--- config.mk ---
export PLATFORM = sky130hd
export DESIGN_NAME = glpe_pwm
export DESIGN_NICKNAME = d
export VERILOG_FILES = /design/src/core/glpe_pkg.sv /design/src/core/glpe_tick.sv /design/src/core/glpe_pwm.sv
export VERILOG_INCLUDE_DIRS = /design/src /design/src/core
export SDC_FILE = /design/constraint.sdc
export NUM_CORES = 1
export LEC_CHECK = 0
export BUFFER_PORTS_ARGS = -buffer_cell sky130_fd_sc_hd__buf_2
export CAP_MARGIN = 20
export CORE_ASPECT_RATIO = 1.5
export CORE_MARGIN = 5
export CORE_UTILIZATION = 30
export DETAILED_ROUTE_END_ITERATION = 6
export HOLD_SLACK_MARGIN = 0.08
export PLACE_DENSITY = 0.51
export SLEW_MARGIN = 20
export SYNTH_ARGS = -nofsm -noshare
export SYNTH_HDL_FRONTEND = slang
export SYNTH_HIERARCHICAL = 1
export SYNTH_SLANG_ARGS = --single-unit
--- constraint.sdc ---
create_clock -name clk_i -period 3.3 [get_ports clk_i]
set_clock_uncertainty 0.2 [all_clocks]
set_input_delay 0.165 -clock clk_i [delete_from_list [all_inputs] [get_ports clk_i]]
set_output_delay 0.165 -clock clk_i [all_outputs]
set_load 0.05 [all_outputs]
--- src/core/glpe_regs.svh ---
// register offsets, field positions, reset values and time-base counts
// of the pin-four pwm encoder; included by the package users.
`ifndef GLPE_REGS_SVH
`define GLPE_REGS_SVH

// register indices; the bus byte address is four times the index
`define GLPE_LL_IDX 8'h57
`define GLPE_LH_IDX 8'h58
`define GLPE_STAT_IDX 8'h60

// field positions
`define GLPE_TB_MSB 15
`define GLPE_TB_LSB 14
`define GLPE_HC_MSB 13
`define GLPE_HC_LSB 7
`define GLPE_LC_MSB 6
`define GLPE_LC_LSB 0

// reset values
`define GLPE_LL_RST 16'h007f
`define GLPE_LH_RST 16'h3f80

// time-base lengths in master-clock cycles
`define GLPE_TB0_CYC 11'd16
`define GLPE_TB1_CYC 11'd64
`define GLPE_TB2_CYC 11'd256
`define GLPE_TB3_CYC 11'd1024

// axi response codes
`define GLPE_RESP_OKAY 2'h0
`define GLPE_RESP_SLVERR 2'h2

`endif

--- src/core/glpe_pkg.sv ---
// types shared by the pin-four pwm encoder files.
// assumes the constants header is on the include path.
`default_nettype none
package glpe_pkg;

	typedef enum logic [1:0] {
		GLPE_TB_16 = 2'b00,
		GLPE_TB_64 = 2'b01,
		GLPE_TB_256 = 2'b10,
		GLPE_TB_1024 = 2'b11
	} glpe_tb_t;

	typedef struct packed {
		logic [6:0] hc;
		logic [6:0] lc;
	} glpe_pair_t;

	typedef struct packed {
		glpe_tb_t tb;
		glpe_pair_t pair;
	} glpe_llcfg_t;

	typedef enum logic [0:0] {
		GLPE_PH_HIGH = 1'b0,
		GLPE_PH_LOW = 1'b1
	} glpe_phase_t;

endpackage
`default_nettype wire

--- src/core/glpe_tick.sv ---
// time-base divider: one-cycle tick every selected number of clocks.
// assumes a single clock and synchronous active-high reset.
`timescale 1ns/100ps
`default_nettype none
`include "glpe_regs.svh"

module glpe_tick (
	input wire logic clk_i,
	input wire logic reset_i,
	input wire glpe_pkg::glpe_tb_t sel_i,
	output logic tick_o
);

	logic [9:0] cnt;
	logic [9:0] last;

	// 1024 periods: last count is 1023, held in ten bits
	always_comb begin
		case (sel_i)
			glpe_pkg::GLPE_TB_16: last = 10'(`GLPE_TB0_CYC - 11'd1);
			glpe_pkg::GLPE_TB_64: last = 10'(`GLPE_TB1_CYC - 11'd1);
			glpe_pkg::GLPE_TB_256: last = 10'(`GLPE_TB2_CYC - 11'd1);
			glpe_pkg::GLPE_TB_1024: last = 10'(`GLPE_TB3_CYC - 11'd1);
			default: last = 10'(`GLPE_TB0_CYC - 11'd1);
		endcase
	end

	always_ff @(posedge clk_i) begin
		if (reset_i) begin
			cnt <= 10'h000;
			tick_o <= 1'b0;
		end else if (cnt >= last) begin
			cnt <= 10'h000;
			tick_o <= 1'b1;
		end else begin
			cnt <= cnt + 10'h001;
			tick_o <= 1'b0;
		end
	end

endmodule
`default_nettype wire

--- src/core/glpe_pwm.sv ---
// pin-four pwm encoder with its axi4-lite register slave.
// assumes one clock, a synchronous reset and a pin level from same-clock logic.
`timescale 1ns/100ps
`default_nettype none
`include "glpe_regs.svh"

// Behaviour
// - a 2-bit selection gives time bases of 16, 64, 256 or 1024 clocks.
// - the selected time base paces the waveform driven on pin four.
// - one period lasts high count plus low count time-base intervals.
// - the pin stays high for the active high count of intervals.
// - the pin stays low for the active low count of intervals.
// - a low pin level selects the pair held in the low-level register.
// - a high pin level selects the pair held in the high-level register.
// - a zero high count gives a static low pin.
// - a zero low count with nonzero high count gives a static high pin.
// - both counts zero give a static low pin.
// - reset loads the low pair as 0/127 and the high pair as 127/0.
module glpe_pwm (
	input wire logic clk_i,
	input wire logic reset_i,
	input wire logic [11:0] awaddr_i,
	input wire logic awvalid_i,
	output logic awready_o,
	input wire logic [31:0] wdata_i,
	input wire logic [3:0] wstrb_i,
	input wire logic wvalid_i,
	output logic wready_o,
	output logic [1:0] bresp_o,
	output logic bvalid_o,
	input wire logic bready_i,
	input wire logic [11:0] araddr_i,
	input wire logic arvalid_i,
	output logic arready_o,
	output logic [31:0] rdata_o,
	output logic [1:0] rresp_o,
	output logic rvalid_o,
	input wire logic rready_i,
	input wire logic pin4_output_level_i,
	output logic shared_pin_four_o
);

	// register select from a byte address
	function automatic logic [1:0] decode(input logic [11:0] addr);
		if (addr[1:0] != 2'b00)
			decode = 2'd0;
		else if (addr[11:2] == {2'b00, `GLPE_LL_IDX})
			decode = 2'd1;
		else if (addr[11:2] == {2'b00, `GLPE_LH_IDX})
			decode = 2'd2;
		else if (addr[11:2] == {2'b00, `GLPE_STAT_IDX})
			decode = 2'd3;
		else
			decode = 2'd0;
	endfunction

	// byte-lane merge of a 16-bit register
	function automatic logic [15:0] merge(input logic [15:0] old, input logic [31:0] d,
			input logic [3:0] strb);
		merge = old;
		if (strb[0])
			merge[7:0] = d[7:0];
		if (strb[1])
			merge[15:8] = d[15:8];
	endfunction

	glpe_pkg::glpe_llcfg_t ll_cfg;
	glpe_pkg::glpe_pair_t lh_pair;
	glpe_pkg::glpe_pair_t act;
	glpe_pkg::glpe_phase_t phase;
	glpe_pkg::glpe_phase_t next_phase;
	logic [6:0] cnt;
	logic [6:0] next_cnt;
	logic next_pin;
	logic tick;
	logic [11:0] aw_addr;
	logic [31:0] w_data;
	logic [3:0] w_strb;
	logic do_write;
	logic [1:0] wsel;
	logic [15:0] ll_merged;
	logic [15:0] lh_merged;
	logic [31:0] rd_word;
	logic [1:0] rsel;

	// write address channel
	always_ff @(posedge clk_i) begin
		if (reset_i) begin
			awready_o <= 1'b1;
			aw_addr <= 12'h000;
		end else if (awvalid_i && awready_o) begin
			awready_o <= 1'b0;
			aw_addr <= awaddr_i;
		end else if (bvalid_o && bready_i) begin
			awready_o <= 1'b1;
		end
	end

	// write data channel
	always_ff @(posedge clk_i) begin
		if (reset_i) begin
			wready_o <= 1'b1;
			w_data <= 32'h00000000;
			w_strb <= 4'h0;
		end else if (wvalid_i && wready_o) begin
			wready_o <= 1'b0;
			w_data <= wdata_i;
			w_strb <= wstrb_i;
		end else if (bvalid_o && bready_i) begin
			wready_o <= 1'b1;
		end
	end

	// both halves held and no response pending
	assign do_write = !awready_o && !wready_o && !bvalid_o;
	assign wsel = decode(aw_addr);
	assign ll_merged = merge(ll_cfg, w_data, w_strb);
	assign lh_merged = merge({2'b00, lh_pair}, w_data, w_strb);

	// write response channel
	always_ff @(posedge clk_i) begin
		if (reset_i) begin
			bvalid_o <= 1'b0;
			bresp_o <= `GLPE_RESP_OKAY;
		end else if (do_write) begin
			bvalid_o <= 1'b1;
			if (wsel == 2'd1 || wsel == 2'd2)
				bresp_o <= `GLPE_RESP_OKAY;
			else
				bresp_o <= `GLPE_RESP_SLVERR;
		end else if (bvalid_o && bready_i) begin
			bvalid_o <= 1'b0;
		end
	end

	// configuration registers
	always_ff @(posedge clk_i) begin
		if (reset_i) begin
			ll_cfg <= `GLPE_LL_RST;
			lh_pair <= 14'(`GLPE_LH_RST);
		end else if (do_write && wsel == 2'd1) begin
			ll_cfg <= ll_merged;
		end else if (do_write && wsel == 2'd2) begin
			lh_pair <= lh_merged[13:0];
		end
	end

	assign rsel = decode(araddr_i);

	// read mux; reserved bits read zero
	always_comb begin
		rd_word = 32'h00000000;
		case (rsel)
			2'd1: rd_word[15:0] = ll_cfg;
			2'd2: rd_word[13:0] = lh_pair;
			2'd3: rd_word[2:0] = {pin4_output_level_i, phase, shared_pin_four_o};
			default: rd_word = 32'h00000000;
		endcase
	end

	// read channels
	always_ff @(posedge clk_i) begin
		if (reset_i) begin
			arready_o <= 1'b1;
			rvalid_o <= 1'b0;
			rdata_o <= 32'h00000000;
			rresp_o <= `GLPE_RESP_OKAY;
		end else if (arvalid_i && arready_o) begin
			arready_o <= 1'b0;
			rvalid_o <= 1'b1;
			rdata_o <= rd_word;
			if (rsel == 2'd0)
				rresp_o <= `GLPE_RESP_SLVERR;
			else
				rresp_o <= `GLPE_RESP_OKAY;
		end else if (rvalid_o && rready_i) begin
			rvalid_o <= 1'b0;
			arready_o <= 1'b1;
		end
	end

	// one time base for both pairs
	glpe_tick u_tick (
		.clk_i(clk_i),
		.reset_i(reset_i),
		.sel_i(ll_cfg.tb),
		.tick_o(tick)
	);

	// pair chosen by the pin's output value
	assign act = pin4_output_level_i ? lh_pair : ll_cfg.pair;

	// waveform sequencer: high phase then low phase, counted in ticks
	always_comb begin
		next_phase = phase;
		next_cnt = cnt;
		next_pin = 1'b0;
		if (act.hc == 7'h00) begin
			next_phase = glpe_pkg::GLPE_PH_HIGH;
			next_cnt = 7'h00;
			next_pin = 1'b0;
		end else if (act.lc == 7'h00) begin
			next_phase = glpe_pkg::GLPE_PH_HIGH;
			next_cnt = 7'h00;
			next_pin = 1'b1;
		end else begin
			case (phase)
				glpe_pkg::GLPE_PH_HIGH: begin
					if (tick) begin
						if ({1'b0, cnt} + 8'h01 >= {1'b0, act.hc}) begin
							next_phase = glpe_pkg::GLPE_PH_LOW;
							next_cnt = 7'h00;
						end else begin
							next_cnt = cnt + 7'h01;
						end
					end
				end
				glpe_pkg::GLPE_PH_LOW: begin
					if (tick) begin
						if ({1'b0, cnt} + 8'h01 >= {1'b0, act.lc}) begin
							next_phase = glpe_pkg::GLPE_PH_HIGH;
							next_cnt = 7'h00;
						end else begin
							next_cnt = cnt + 7'h01;
						end
					end
				end
				default: begin
					next_phase = glpe_pkg::GLPE_PH_HIGH;
					next_cnt = 7'h00;
				end
			endcase
			next_pin = (next_phase == glpe_pkg::GLPE_PH_HIGH);
		end
	end

	always_ff @(posedge clk_i) begin
		if (reset_i) begin
			phase <= glpe_pkg::GLPE_PH_HIGH;
			cnt <= 7'h00;
		end else begin
			phase <= next_phase;
			cnt <= next_cnt;
		end
	end

	always_ff @(posedge clk_i) begin
		if (reset_i)
			shared_pin_four_o <= 1'b0;
		else
			shared_pin_four_o <= next_pin;
	end

	// checks

	property p_tb16;
		@(posedge clk_i) disable iff (reset_i)
		(tick && ll_cfg.tb == glpe_pkg::GLPE_TB_16)
			|-> ##16 (tick || ll_cfg.tb != glpe_pkg::GLPE_TB_16);
	endproperty
	a_tb16: assert property (p_tb16) else $error("tick spacing not 16");

	property p_tb64;
		@(posedge clk_i) disable iff (reset_i)
		(tick && ll_cfg.tb == glpe_pkg::GLPE_TB_64)
			|=> !tick [*1] ##63 (tick || ll_cfg.tb != glpe_pkg::GLPE_TB_64);
	endproperty
	a_tb64: assert property (p_tb64) else $error("tick spacing not 64");

	property p_tb256;
		@(posedge clk_i) disable iff (reset_i)
		(tick && ll_cfg.tb == glpe_pkg::GLPE_TB_256)
			|=> !tick [*1] ##255 (tick || ll_cfg.tb != glpe_pkg::GLPE_TB_256);
	endproperty
	a_tb256: assert property (p_tb256) else $error("tick spacing not 256");

	property p_moves_on_tick;
		@(posedge clk_i) disable iff (reset_i)
		(act.hc != 7'h00 && act.lc != 7'h00 && $stable(act) && !tick)
			|=> $stable(phase);
	endproperty
	a_moves_on_tick: assert property (p_moves_on_tick) else $error("phase moved off tick");

	property p_high_len;
		@(posedge clk_i) disable iff (reset_i)
		(phase == glpe_pkg::GLPE_PH_HIGH && tick && act.hc != 7'h00 && act.lc != 7'h00
			&& cnt == act.hc - 7'h01)
			|=> (phase == glpe_pkg::GLPE_PH_LOW && cnt == 7'h00 && !shared_pin_four_o);
	endproperty
	a_high_len: assert property (p_high_len) else $error("high phase wrong length");

	property p_low_len;
		@(posedge clk_i) disable iff (reset_i)
		(phase == glpe_pkg::GLPE_PH_LOW && tick && act.hc != 7'h00 && act.lc != 7'h00
			&& cnt == act.lc - 7'h01)
			|=> (phase == glpe_pkg::GLPE_PH_HIGH && cnt == 7'h00 && shared_pin_four_o);
	endproperty
	a_low_len: assert property (p_low_len) else $error("low phase wrong length");

	property p_static_low;
		@(posedge clk_i) disable iff (reset_i)
		(act.hc == 7'h00 && act.lc != 7'h00) |=> !shared_pin_four_o;
	endproperty
	a_static_low: assert property (p_static_low) else $error("zero high count not low");

	property p_static_high;
		@(posedge clk_i) disable iff (reset_i)
		(act.lc == 7'h00 && act.hc != 7'h00) |=> shared_pin_four_o;
	endproperty
	a_static_high: assert property (p_static_high) else $error("zero low count not high");

	property p_both_zero;
		@(posedge clk_i) disable iff (reset_i)
		(act == 14'h0000) [*2] |=> !shared_pin_four_o;
	endproperty
	a_both_zero: assert property (p_both_zero) else $error("both zero not low");

	property p_lh_pair_used;
		@(posedge clk_i) disable iff (reset_i)
		(pin4_output_level_i && lh_pair.hc == 7'h00) |=> !shared_pin_four_o;
	endproperty
	a_lh_pair_used: assert property (p_lh_pair_used) else $error("high pair ignored");

	property p_ll_pair_used;
		@(posedge clk_i) disable iff (reset_i)
		(!pin4_output_level_i && ll_cfg.pair.hc == 7'h00) |=> !shared_pin_four_o;
	endproperty
	a_ll_pair_used: assert property (p_ll_pair_used) else $error("low pair ignored");

	property p_reset_vals;
		@(posedge clk_i)
		reset_i |=> (ll_cfg == `GLPE_LL_RST && lh_pair == 14'(`GLPE_LH_RST));
	endproperty
	a_reset_vals: assert property (p_reset_vals) else $error("bad reset values");

	property p_lh_reserved;
		@(posedge clk_i) disable iff (reset_i)
		(arvalid_i && arready_o && rsel == 2'd2) |=> (rvalid_o && rdata_o[31:14] == 18'h00000);
	endproperty
	a_lh_reserved: assert property (p_lh_reserved) else $error("reserved bits nonzero");

endmodule
`default_nettype wire

== Word level (Yosys, flattened, before mapping) ==
Index checks and enable logic that the tools add are counted.

* Equality and inequality tests: 16
* Magnitude comparators: 3
* Reduce and logical (&&, ||, !) cells: 31
* Mux-type cells: 38
* Add/subtract/negate cells: 3
* Bitwise gates (word level): 3

{| class="wikitable"
|+ Operators by type and width
! cell !! number
|-
| $eq 10x7->1 const B || 6
|-
| $pmux 10 s4 || 1
|-
| $mux 7 || 4
|-
| $mux 2 || 11
|-
| $pmux 11 s2 || 1
|-
| $mux 1 || 17
|-
| $ge 8x7->1 || 2
|-
| $logic_not 7->1 || 2
|-
| $mux 14 || 1
|-
| $pmux 7 s2 || 1
|-
| $reduce_bool 2->1 || 6
|-
| $add 10x1->10 const B || 1
|-
| $eq 2x2->1 const B || 5
|-
| $ge 10x10->1 || 1
|-
| $logic_and 1x1->1 || 9
|-
| $pmux 3 s3 || 1
|-
| $add 7x1->8 const B || 1
|-
| $add 7x1->7 const B || 1
|-
| $eq 2x1->1 const B || 3
|-
| $reduce_and 2->1 || 3
|-
| $reduce_and 3->1 || 2
|-
| $logic_not 2->1 || 2
|-
| $ne 2x1->1 const B || 2
|-
| $reduce_or 2->1 || 2
|-
| other kinds (5) || 9
|}

* Flip-flop bits (word level): 105
* Output and inout bits: 42
* Word-level logic and storage cells: 117
* Input port bits: 68

== Logic depth before layout (Yosys ltp) ==
Gate-level depths: netlist (run 1).

* Word-level depth: 9
* Depth in mapped cells: 11
* Gate-level depth less buffers: 10

== Cells and area by module ==
The synthesis (run 1) kept the hierarchy.

{| class="wikitable"
|+ Modules (own cells, without submodules)
! module !! sequential area each (um^2) !! area each (um^2) !! instances !! cells an instance
|-
| glpe_pwm || 1841.8 || 4450.5 || 1 || 527
|-
| glpe_tick || 220.2 || 561.8 || 1 || 63
|}

== Worst setup path before layout (run 1) ==
Ideal clock, no wire load.

* Path kind: reg2reg
* From: register cnt[0] (netlist name)
* To: register shared_pin_four_o
* Period minus slack after synthesis: 2.423 ns
* Data arrival time: 2.101 ns
* Setup time: 0.122 ns
* Required time: 2.978 ns
* Stages on the path, launching flop included: 10
* Path buffers: 0
* Path slack: 0.877 ns
* Cell sequence: dfxtp_1 > ha_1 > nand3_1 > nor2_1 > xor2_1 > ha_1 > a21oi_1 > and3_4 > a21oi_1 > o311a_1

{| class="wikitable"
|+ RTL lines
! what !! RTL line !! text
|-
| to (signal assigned) || glpe_pwm.sv:251 || <nowiki>shared_pin_four_o <= next_pin;</nowiki>
|-
| to (decl) || glpe_pwm.sv:40 || <nowiki>output logic shared_pin_four_o</nowiki>
|}

==> results of run 1 <==
## worst max path at each step
stage	cells after the start	slack, ns	endpoint	start
CTS	9	0.46	cnt[2]	cnt[0]
global placement	9	0.49	cnt[6]	cnt[0]
finish	9	0.47	cnt[6]	cnt[0]
global route	9	0.29	cnt[6]	cnt[0]
floorplan	9	0.88	shared_pin_four_o	cnt[0]
detailed placement	9	0.46	cnt[1]	cnt[0]
## where the power goes
part           total (mW)  internal (mW)  switching, mW
clock                1.07          0.589          0.478
combinational       0.276         0.0977          0.179
sequential           1.30           1.28         0.0288
## registers in the layout, indices dropped and copies added, names as in the netlist, 2 cells and up
register / flops
w_strb: 2
rdata_o: 16
u_tick/cnt: 10
cnt: 7
aw_addr: 12
ll_cfg: 16
w_data: 16
lh_pair: 14
## Yosys cell counts, types with 12 or more instances
master    instances
clkbuf_1         20
a22oi_1          12
dfxtp_1         103
nand3_1          38
nor2_1           47
nor3_1           14
ha_1             29
a21oi_1          55
nand2_1         111
buf_4            19
mux2i_1          23
## worst max-delay path: stages (launching register included)
cell,delay (ns)
dfxtp_1,0.45
ha_1,0.27
nand3_1,0.13
nor2_1,0.17
xor2_1,0.31
ha_1,0.21
o2111ai_1,0.12
o211a_1,0.31
a311oi_4,0.42
nor3_1,0.11
## cell usage in the layout (no fill, tap or decap), types with 4 or more instances in the layout
cell / synthesis / routed
dlygate4sd3_1: 0 / 34
o21ai_0: 5 / 5
ha_1: 29 / 29
dfxtp_1: 103 / 103
clkbuf_16: 0 / 9
xor2_1: 10 / 10
a21oi_1: 55 / 55
xnor2_1: 7 / 7
conb_1: 1 / 18
nor2_1: 47 / 47
nand2_1: 111 / 111
a22oi_1: 12 / 12
inv_1: 11 / 11
and2_1: 4 / 4
mux2i_1: 23 / 23
nor4_1: 5 / 5
a22o_1: 11 / 11
nor3_1: 14 / 14
buf_2: 3 / 73
nand4_1: 6 / 6
nand3_1: 38 / 38
buf_4: 19 / 5
## layer usage
metal	vias to the layer above	share of wire [%]
met2	88	53
li1	2198	-
met5	-	0
met1	1954	41
met3	12	3.8
met4	0	1.6
## cell families (layout without fill, tap and decap cells)
kind of cell / after synthesis / in the layout / synth area share [%]
AOI/OAI and AO/OA: 107 / 107 / 14.00
xor gates and xnor gates: 17 / 17 / 2.970
adders and majority gates: 29 / 29 / 7.239
buffers and inverters: 60 / 139 / 6.465
DFF: 103 / 103 / 41.14
muxes: 25 / 25 / 5.117
other: 1 / 18 / 0.07482
and+or+nand+nor: 248 / 248 / 22.99
## area by class of cell
class	instances	area, um^2
multi-input combinational	444	2690
timing repair buffer	112	743.2
sequential	103	2062
tap	210	262.8
clock inverter	7	72.57
fill	1679	10520
clock buffer	9	225.2
inverter	11	41.29
## stage by stage
step	hold WS (ns)	worst slack [ns]	util, %
floorplan	0.03738	0.8773	-
global placement	0.2057	0.4931	32.85
detailed placement	0.2146	0.4563	32.85
CTS	0.1336	0.4573	36.69
global route	0.1563	0.2885	36.69
finish	0.1336	0.4749	36.69
==> run summary, run 1 <==
Portion of the clock cycle consumed by the worst path in the final layout: 85.61%. Design area: 6097 um^2. The insertion delay to the later sink of the worst-skew pair is 0.34 ns, and the remaining antenna violation count is 0. The area growth from synthesis to final layout was 21.64%; the met3 track demand over resource was 2.805%. The largest driver fanout on the critical path came out at 6. Setup violations remaining at the end of the flow were counted as 0.

In this run the deepest clock path goes through 2 buffers. Dividing total power by cell area gives a power density of 434.2 nW/um^2. After the flow finishes, the layout carries non-filler instances totaling 896. Measured along the y axis, the die boundary spans 168.3 um. For the final routed database, the setup TNS stands at 0 ns. Global routing consumed, on the met1 layer, 14.65% of the routing resources. In this run, post-CTS repair resized a total of 0 instances.

The clock-pin slew of the registers on the worst-case setup and hold paths is 0.07 ns. The total number of clock tree sinks is 103, and the logic depth of the worst register-to-register path is 9. The number of nets in the finished design came out at 778. The worst register-to-register path ends at cnt[6].

Detailed placement ended at an HPWL of 9638 um. Dividing the detail-routed wire length by the instance count gives 13.98 um. Among all flip-flop cells after synthesis, the most frequent one is dfxtp_1. TritonCTS built the clock tree.

STA classifies the critical path endpoint as a register. The number of H-tree levels is 3. The tools report the end of the worst hold path as arready_o. The share of the synthesized area in the top cell type works out to 41.14%.

Entering global routing, the biggest net connects 54 pins. The tool flagged a number of max-cap violations equal to 0. For this run, design rule violations remaining after detail routing come to 0. The final critical-path required period came out at 2.825 ns. In this run the most critical hold path is launched from arvalid_i. For the number of pins exceeding their max-slew limit in the final report, the log shows 0.

Counting the buffers created by CTS gives 9. The run gives 34 as the hold buffer count at cts. The global routing stage identified its most utilized layer as met2.

The number of synthesized register bits came out at 103. The worst-margin pin slew was 0.6791 ns. Based on the critical path, the design can be clocked at up to 354.0 MHz. Of the cells placed in the final design, the portion with a size suffix greater than 1 is 15.16%. The tree is rooted in a clkbuf_16. In this run, synthesis inferred 0 flip-flops with an integrated enable. After detailed placement, the total cell area comes to 5459 um^2. After the first detailed-routing iteration, the DRC count stood at 193.

The initial utilization of the core area, before any placement, comes to 30.16%. STA puts the critical path data arrival time at 2.84 ns. Setup repair after global routing left no endpoint under its margin. The proportion of register bits with asynchronous set or reset after synthesis came out at 0%.

The critical path class was reg2reg. Headroom to the max-slew limit came out at 54.73%. In this run the worst hold path is classified as in2reg. The launch point of the worst reg-to-reg path is cnt[0]. The cell leakage power was 2.632 nW; the post-synthesis cell count was 590. The tools report the initial antenna violation count as 0.

Pin placement for this block handled 110 I/O pins. The cell taking the most area after synthesis was dfxtp_1. The logs give 19450 um^2 for the full die area and 58 for the count of standard-cell rows. Yosys attributes the largest share of cell area to dfxtp_1, nand2_1, ha_1, a21oi_1, mux2i_1. The met2 track demand over resource is 24.27%, and the area of the mapped netlist is 5012 um^2.

The die boundary width works out to 115.5 um. Buffers added to address setup during post-CTS repair amount to 0. The design draws 2.647 mW. Including well taps, the total number of placed cells is 846. The run finished with clean final reports. The worst-case IR drop observed on VDD is 273.3 uV. The leftover overflow at the end of global routing was 0. Global routing used 13.23% of the available tracks across all layers. The tools report the routed wire length as 12530 um. The Yosys warning count is 6, and the total of buffers placed on input and output ports is 73.

The register-to-register setup slack was 0.47 ns; the mean post-synth cell area was 8.495 um^2. The number of antenna diodes in the final layout is 0. The startpoint kind of the worst setup timing path was a register. The number of global-route vias before repair was 4298; the per-cell via count in the routed design was 4.746. The first detailed-routing pass took 4 iterations. The distinct cell type count of the synthesized netlist was 55; the global placer's final weighted congestion was 0.8573. The region available for standard cell placement spans 16620 um^2. The register area share after synthesis was 41.14%.

The run gives 4252 as the number of vias in the routed layout. The first global-routing pass estimated 20800 um of wire. The run gives 0 as the number of hold-slack violations in the final timing report.

Along the worst hold path, the cell count comes to 3. The run gives 3.32 ns as the required time of the worst setup path.
Power figures use the tool's default switching activity.
==> inputs of run 2 (changes only) <==
--- a/config.mk
+++ b/config.mk
@@ -8,12 +8,14 @@
 export LEC_CHECK = 0
 export BUFFER_PORTS_ARGS = -buffer_cell sky130_fd_sc_hd__buf_2
 export CAP_MARGIN = 20
+export CELL_PAD_IN_SITES_DETAIL_PLACEMENT = 1
+export CELL_PAD_IN_SITES_GLOBAL_PLACEMENT = 1
 export CORE_ASPECT_RATIO = 1.5
 export CORE_MARGIN = 5
 export CORE_UTILIZATION = 30
 export DETAILED_ROUTE_END_ITERATION = 6
 export HOLD_SLACK_MARGIN = 0.08
-export PLACE_DENSITY = 0.51
+export PLACE_DENSITY = 0.64
 export SLEW_MARGIN = 20
 export SYNTH_ARGS = -nofsm -noshare
 export SYNTH_HDL_FRONTEND = slang
==> run 2 against run 1 <==
Compared with the run above: clock power is 8% higher; cell count is 0.33% lower; largest power group unchanged; sequential share of layout area is 0.083 points lower; via count is 3.9% higher; register-to-register slack hardly changed; power is 3.4% higher.
==> run summary, run 2 (synthesis results as in run 1) <==
The tools report the number of hold-slack violations in the final timing report as 0. The routed design could run at a clock period as short as 2.827 ns. The signal on the critical path passes through and3_1 -> nand3_1 -> xnor2_1 -> ha_1 -> a21o_1 -> a211oi_1 -> o211a_1 -> a311oi_4 -> nor3_1.

The number of global-route vias before repair is 4680. For the worst-skew pair, the clock arrives at the later sink with an insertion delay of 0.35 ns. The clock tree synthesis step divided the H-tree into 3 levels.

In this design, the stage delay of the slowest critical-path cell is 0.47 ns. For this design the ratio of total power to cell area is 447.9 nW/um^2. The first detailed-routing pass took 5 iterations. The routed wire length per instance works out to 15.72 um.

The required time of the worst setup path is 3.37 ns, and the number of vias in the routed layout is 4419. After clock tree synthesis, the clock-pin slew on the worst setup and hold paths is 0.06 ns. Summed over all layers, the routed wires come to 14040 um. Dividing the detail-routed via count by the number of cells gives 4.948. In this run the horizontal extent of the chip is 115.5 um. The kind of cell with the highest combined delay along the critical path is compound AO/OA/AOI/OAI gates. TritonCTS built the clock tree. The tools report the count of inserted antenna diode cells as 0. The largest registers in the layout are ll_cfg x16, rdata_o x16, w_data x16.

The run gives 9 as the number of CTS-inserted buffers. Leaving out fill and tap cells, the most frequent cells in the layout are nand2_1, dfxtp_1, buf_2. In this run the cell area measured after placement is 5451 um^2. The run gives 0.08715 ns as the post-route worst hold slack. In the final layout, the share of cells above drive strength 1 is 14.79%. Setup total negative slack on the finished layout was measured at 0 ns. The initial utilization of the core area, before any placement, comes to 30.16%.

The maximum frequency from static timing analysis was 353.8 MHz. The floorplan step defined a die boundary enclosing 19450 um^2. Along the worst path, the maximum fanout reaches 6. Once placement completed, the tool counted placed cells totaling 845. Global routing consumed, over all layers together, 14.68% of the routing resources.

The worst-case IR drop observed on VDD is 187.8 uV. Clock tree synthesis selected as its root buffer the cell clkbuf_16. The core box area was 16620 um^2. In this run the core area contains 58 standard-cell rows. Critical path class: reg2reg. The remaining antenna violation count is 0. STA classifies the critical path startpoint as a register. In this run the count of I/O pins placed on the die edge is 110.

The tools report the final cell count without fillers as 893. Entering global routing, the biggest net connects 69 pins. From synthesis to final layout, the design area changed by 21.94%. For flop-to-flop paths, the worst setup slack is 0.47 ns.

After global routing the overflow that remains totals 0. Worst-margin pin slew: 0.7359 ns. The run gives 0 as the detailed-route DRC error count. The worst setup path is captured at a register. For the max-capacitance violation count, the log shows 0.

In this run the tool buffered the top-level ports with 73 buffer cells. The critical path contains buffers and inverters numbering 0 combined. In this run, the number of DRC markers left after iteration 0 of detailed routing was 122. The cell leakage power is 2.635 nW. The worst hold path belongs to the class in2reg. The portion of the clock cycle consumed by the worst path in the final layout is 85.66%. Setup violations remaining at the end of the flow were counted as 0. Most common cell after layout, fill and taps aside: nand2_1. For the initial antenna violation count, the log shows 0. Setup slack on the critical path of the routed design comes to 0.4732 ns.

The floorplan step set the die height to 168.3 um. The fill cell total of the finished layout was 1989. The maximum buffer depth of the clock tree is 2, and the total number of clock tree sinks is 103.

The global placer's final weighted congestion is 0.8192. The cell at the slowest stage of the critical path was dfxtp_1. The headroom to the max-slew limit is 50.94%.

The flow ran to the end, and the final reports show no timing, DRC or antenna violations. Wire length of the first global-routing pass: 22890 um. Cells fill 36.78% of the core in the end.

The data arrival time of the worst path came out at 2.89 ns. The number of nets in the finished design was 777. Setup repair after global routing left no endpoint under its margin. The number of pins exceeding their max-slew limit in the final report was 0; the post-route total power was 2.738 mW. After routing the design area is 6112 um^2. The post-place setup slack was 0.1466 ns; the post-DP HPWL was 10940 um.
[run 2: cell type report]
cell class              count  area (um^2)  share of cell area [%]
multi-input cells         444         2690                   44.01
flip-flops and latches    103         2062                   33.74
repair buffers            111        735.7                   12.04
well taps                 210        262.8                   4.299
clock buffers              11        252.7                   4.135
clock inverters             3        67.56                   1.105
inverters                  11        41.29                  0.6755
[run 2: worst register-to-register path: cells and delay by family, from the launching register on]
kind | cells | cell delay, ns
simple gates | 3 | 0.69
fa+ha+maj | 1 | 0.31
compound gates | 4 | 0.79
xor+xnor | 1 | 0.29
flops | 1 | 0.47
[run 2: worst paths after layout]
path	start	depth (start not counted)	endpoint
worst min-delay path	arvalid_i	4	rresp_o[1]
worst min register to register	u_tick/cnt[0]	1	u_tick/cnt[0]
worst max register to register	cnt[0]	9	cnt[6]
worst max-delay path	cnt[0]	9	cnt[6]
[run 2: repair_timing]
action                    CTS  global route
hold endpoints to repair   39             0
resized for setup           0             0
setup buffers               0             0
hold buffers               34             0
[run 2: routing by layer]
| layer | share of wire, % | track usage (%) |
|---|---|---|
| met5 | 0 | 0 |
| met4 | 2.8 | 6.129 |
| met3 | 3.6 | 2.553 |
| met2 | 55 | 27.67 |
| met1 | 39 | 15.66 |
[run 2: power by group]
part	switching, mW	internal, mW
Sequential	0.0294	1.28
Clock	0.457	0.698
Combinational	0.180	0.0980
==> inputs of run 3 (changes only) <==
--- a/config.mk
+++ b/config.mk
@@ -16,6 +16,7 @@
 export DETAILED_ROUTE_END_ITERATION = 6
 export HOLD_SLACK_MARGIN = 0.08
 export PLACE_DENSITY = 0.64
+export RECOVER_POWER = 50
 export SLEW_MARGIN = 20
 export SYNTH_ARGS = -nofsm -noshare
 export SYNTH_HDL_FRONTEND = slang
==> run 3 against run 2 <==
Compared with the run above: core utilization decreased by 0.20 points; critical path type unchanged; maximum frequency increased by 0.41%; cell count unchanged; global-route usage unchanged; final area decreased by 0.55%; setup slack improved by 0.012 ns; sequential share of layout area increased by 0.19 points; clock-buffer cell count unchanged; critical path depth unchanged; worst hold slack improved by 0.0020 ns; flip-flop and latch count unchanged.
==> run summary, run 3 (synthesis results as in run 1) <==
Buffers placed on the I/O ports in this run total 73. For this run, the post-layout net count is 777. Counting I/O delays and the setup requirement, the final critical path takes 2.815 ns. The run gives 0 ns as the sum of negative setup slack. The largest driver fanout on the critical path is 6. After detailed routing, the number of vias per cell comes to 4.950. For this configuration, the core starts out at a cell density of 30.16%. The routed layout has 4420 vias. Entering global routing, the biggest net connects 69 pins. Clock tree synthesis selected as its root buffer the cell clkbuf_16. Clock-pin slew was measured on the worst setup and hold paths at 0.07 ns. Cells with a size suffix above 1 make up 11.13% of the layout. The die is 168.3 um tall. Initial antenna violation count: 0. TritonCTS built the clock tree. The fraction of power spent switching nets works out to 24.48%. STA puts the critical path data required time at 3.37 ns.

The max-capacitance violation count was 0. The class of the tightest hold or removal check is in2reg. The count of buffers added by post-CTS timing repair for setup was 0; the portion of the clock cycle consumed by the worst path in the final layout was 85.31%. The floorplan step defined a die boundary enclosing 19450 um^2. The library cell used most frequently in the layout, excluding fill and tap cells, is nand2_1. For this design, the sink count on the clock tree is 103. The critical path in this run is classified as reg2reg.

On the worst path, the slowest cell contributes a delay of 0.46 ns. Measured against its own limit, the worst slew margin works out to 7.955%. The global placer's final weighted congestion was 0.8192; the worst-margin pin slew was 1.381 ns. In this run, flip-flops and latches consume 47.7% of the power.

Across all register-to-register paths, the minimum setup slack is 0.48 ns. The total power divided by cell area is 450.7 nW/um^2, and the net switching power is 670.7 uW. The maximum frequency from static timing analysis was 355.2 MHz; the count of standard-cell rows was 58.

The tools report the number of top-level pins as 110. The worst ir drop on vdd came out at 187.3 uV. The run finished with clean final reports. Fill cells in the final layout number 1998. The first global-routing pass estimated 22890 um of wire. Global routing used 14.68% of the available tracks. The detailed router's first-iteration violation count was 140. The number of CTS-inserted buffers is 9, and the insertion delay to the later sink of the worst-skew pair is 0.35 ns. Internal power comes to 2.069 mW.

The die boundary width is 115.5 um. In the final routed layout, each cell accounts on average for 15.71 um. Kind of end point of the critical path: a register.

The analysis attributes to cell leakage a power of 2.535 nW. The area growth from synthesis to final layout works out to 21.27%. The share of total power dissipated in combinational logic is 10.0%. The largest registers in the layout are ll_cfg x16, rdata_o x16, w_data x16. The tools report the number of global-route vias before repair as 4680. The leftover overflow at the end of global routing came out at 0.

The clock network accounts for 42.3% of the total power. Once detail routing completed, the nets flagged for antenna violations numbered 0. 0 antenna diodes ended up in the layout. The logs give 6 for the iteration count of the initial detailed-routing pass and 0 for the number of hold-slack violations in the final timing report. The worst setup path is launched from a register. In the routed design, unresolved DRC markers number 0. The tools report the number of failing setup endpoints in the final timing report as 0. After detailed routing, the total wire length is 14030 um. The run gives 2.88 ns as the data arrival time of the worst path. Setup repair after global routing left no endpoint under its margin. The maximum buffer depth of the clock tree is 2, and the core box area is 16620 um^2. Detailed placement finished with a half-perimeter wire length of 10940 um.

The clock tree synthesis step divided the H-tree into 3 levels. The run gives 2.740 mW as the post-route total power. The tools report the number of pins exceeding their max-slew limit in the final report as 0.

The cell at the slowest stage of the critical path was dfxtp_1. The signal on the critical path passes through and3_1 -> nand3_1 -> xnor2_1 -> ha_1 -> a21o_1 -> a211oi_1 -> o211a_1 -> a311oi_4 -> nor3_1. After clock tree synthesis, the repair step resized 0 gates. Buffers inserted to repair hold after CTS numbered 34. The library cells used most frequently in the layout, excluding fill and tap cells, are nand2_1, dfxtp_1, a21oi_1.
run 3: critical path: cells and delay by family (launching register included):
| family | cells | cell delay (ns) |
|---|---|---|
| XOR/XNOR | 1 | 0.29 |
| AO/OA/AOI/OAI | 4 | 0.79 |
| adder cells (fa/ha/maj) | 1 | 0.30 |
| flip-flops | 1 | 0.46 |
| AND/OR/NAND/NOR | 3 | 0.68 |
run 3: layout make-up:
class	count	area (um^2)	share of cell area, %
timing repair buffer	111	701.9	11.55
sequential	103	2062	33.92
inverter	11	41.29	0.6793
multi-input combinational	444	2690	44.26
clock buffer	11	252.7	4.158
tap	210	262.8	4.323
clock inverter	3	67.56	1.112
run 3: worst paths after layout:
kind,to,cells past startpoint,startpoint
min reg2reg,u_tick/cnt[0],1,u_tick/cnt[0]
max,cnt[6],9,cnt[0]
min,rresp_o[1],4,arvalid_i
max reg2reg,cnt[6],9,cnt[0]
run 3: per-layer routing:
metal  wire, um  GRT usage, %  up-vias  part of all wire (%)
met3        482         2.553       21                   3.4
li1           -             -     2199                     -
met4        397         6.129        0                   2.8
met1       5435         15.66     2116                    39
met2       7711         27.67       84                    55
met5          0             0        -                     0
run 3: power groups by stage:
stage / combinational (mW) / sequential [mW] / clock [mW]
2_1_floorplan: 0.177 / 1.35 / 0
5_1_grt: 0.302 / 1.31 / 1.24
6_report: 0.275 / 1.31 / 1.16
3_3_place_gp: 0.240 / 1.33 / 0
3_5_place_dp: 0.249 / 1.33 / 0
4_1_cts: 0.281 / 1.31 / 1.19
run 3: stage by stage:
| step | hold slack (ns) | instances | worst slack, ns | area (um^2) | utilization [%] |
|---|---|---|---|---|---|
| after floorplan | 0.03738 | 607 | 0.8773 | 5076 | - |
| after global placement | 0.2085 | 845 | 0.3218 | 5451 | 32.80 |
| after detailed placement | 0.2138 | 845 | 0.1466 | 5451 | 32.80 |
| after CTS | 0.08160 | 893 | 0.4340 | 6112 | 36.78 |
| after global routing | 0.1182 | 893 | 0.2352 | 6078 | 36.58 |
| final | 0.08920 | 893 | 0.4848 | 6078 | 36.58 |
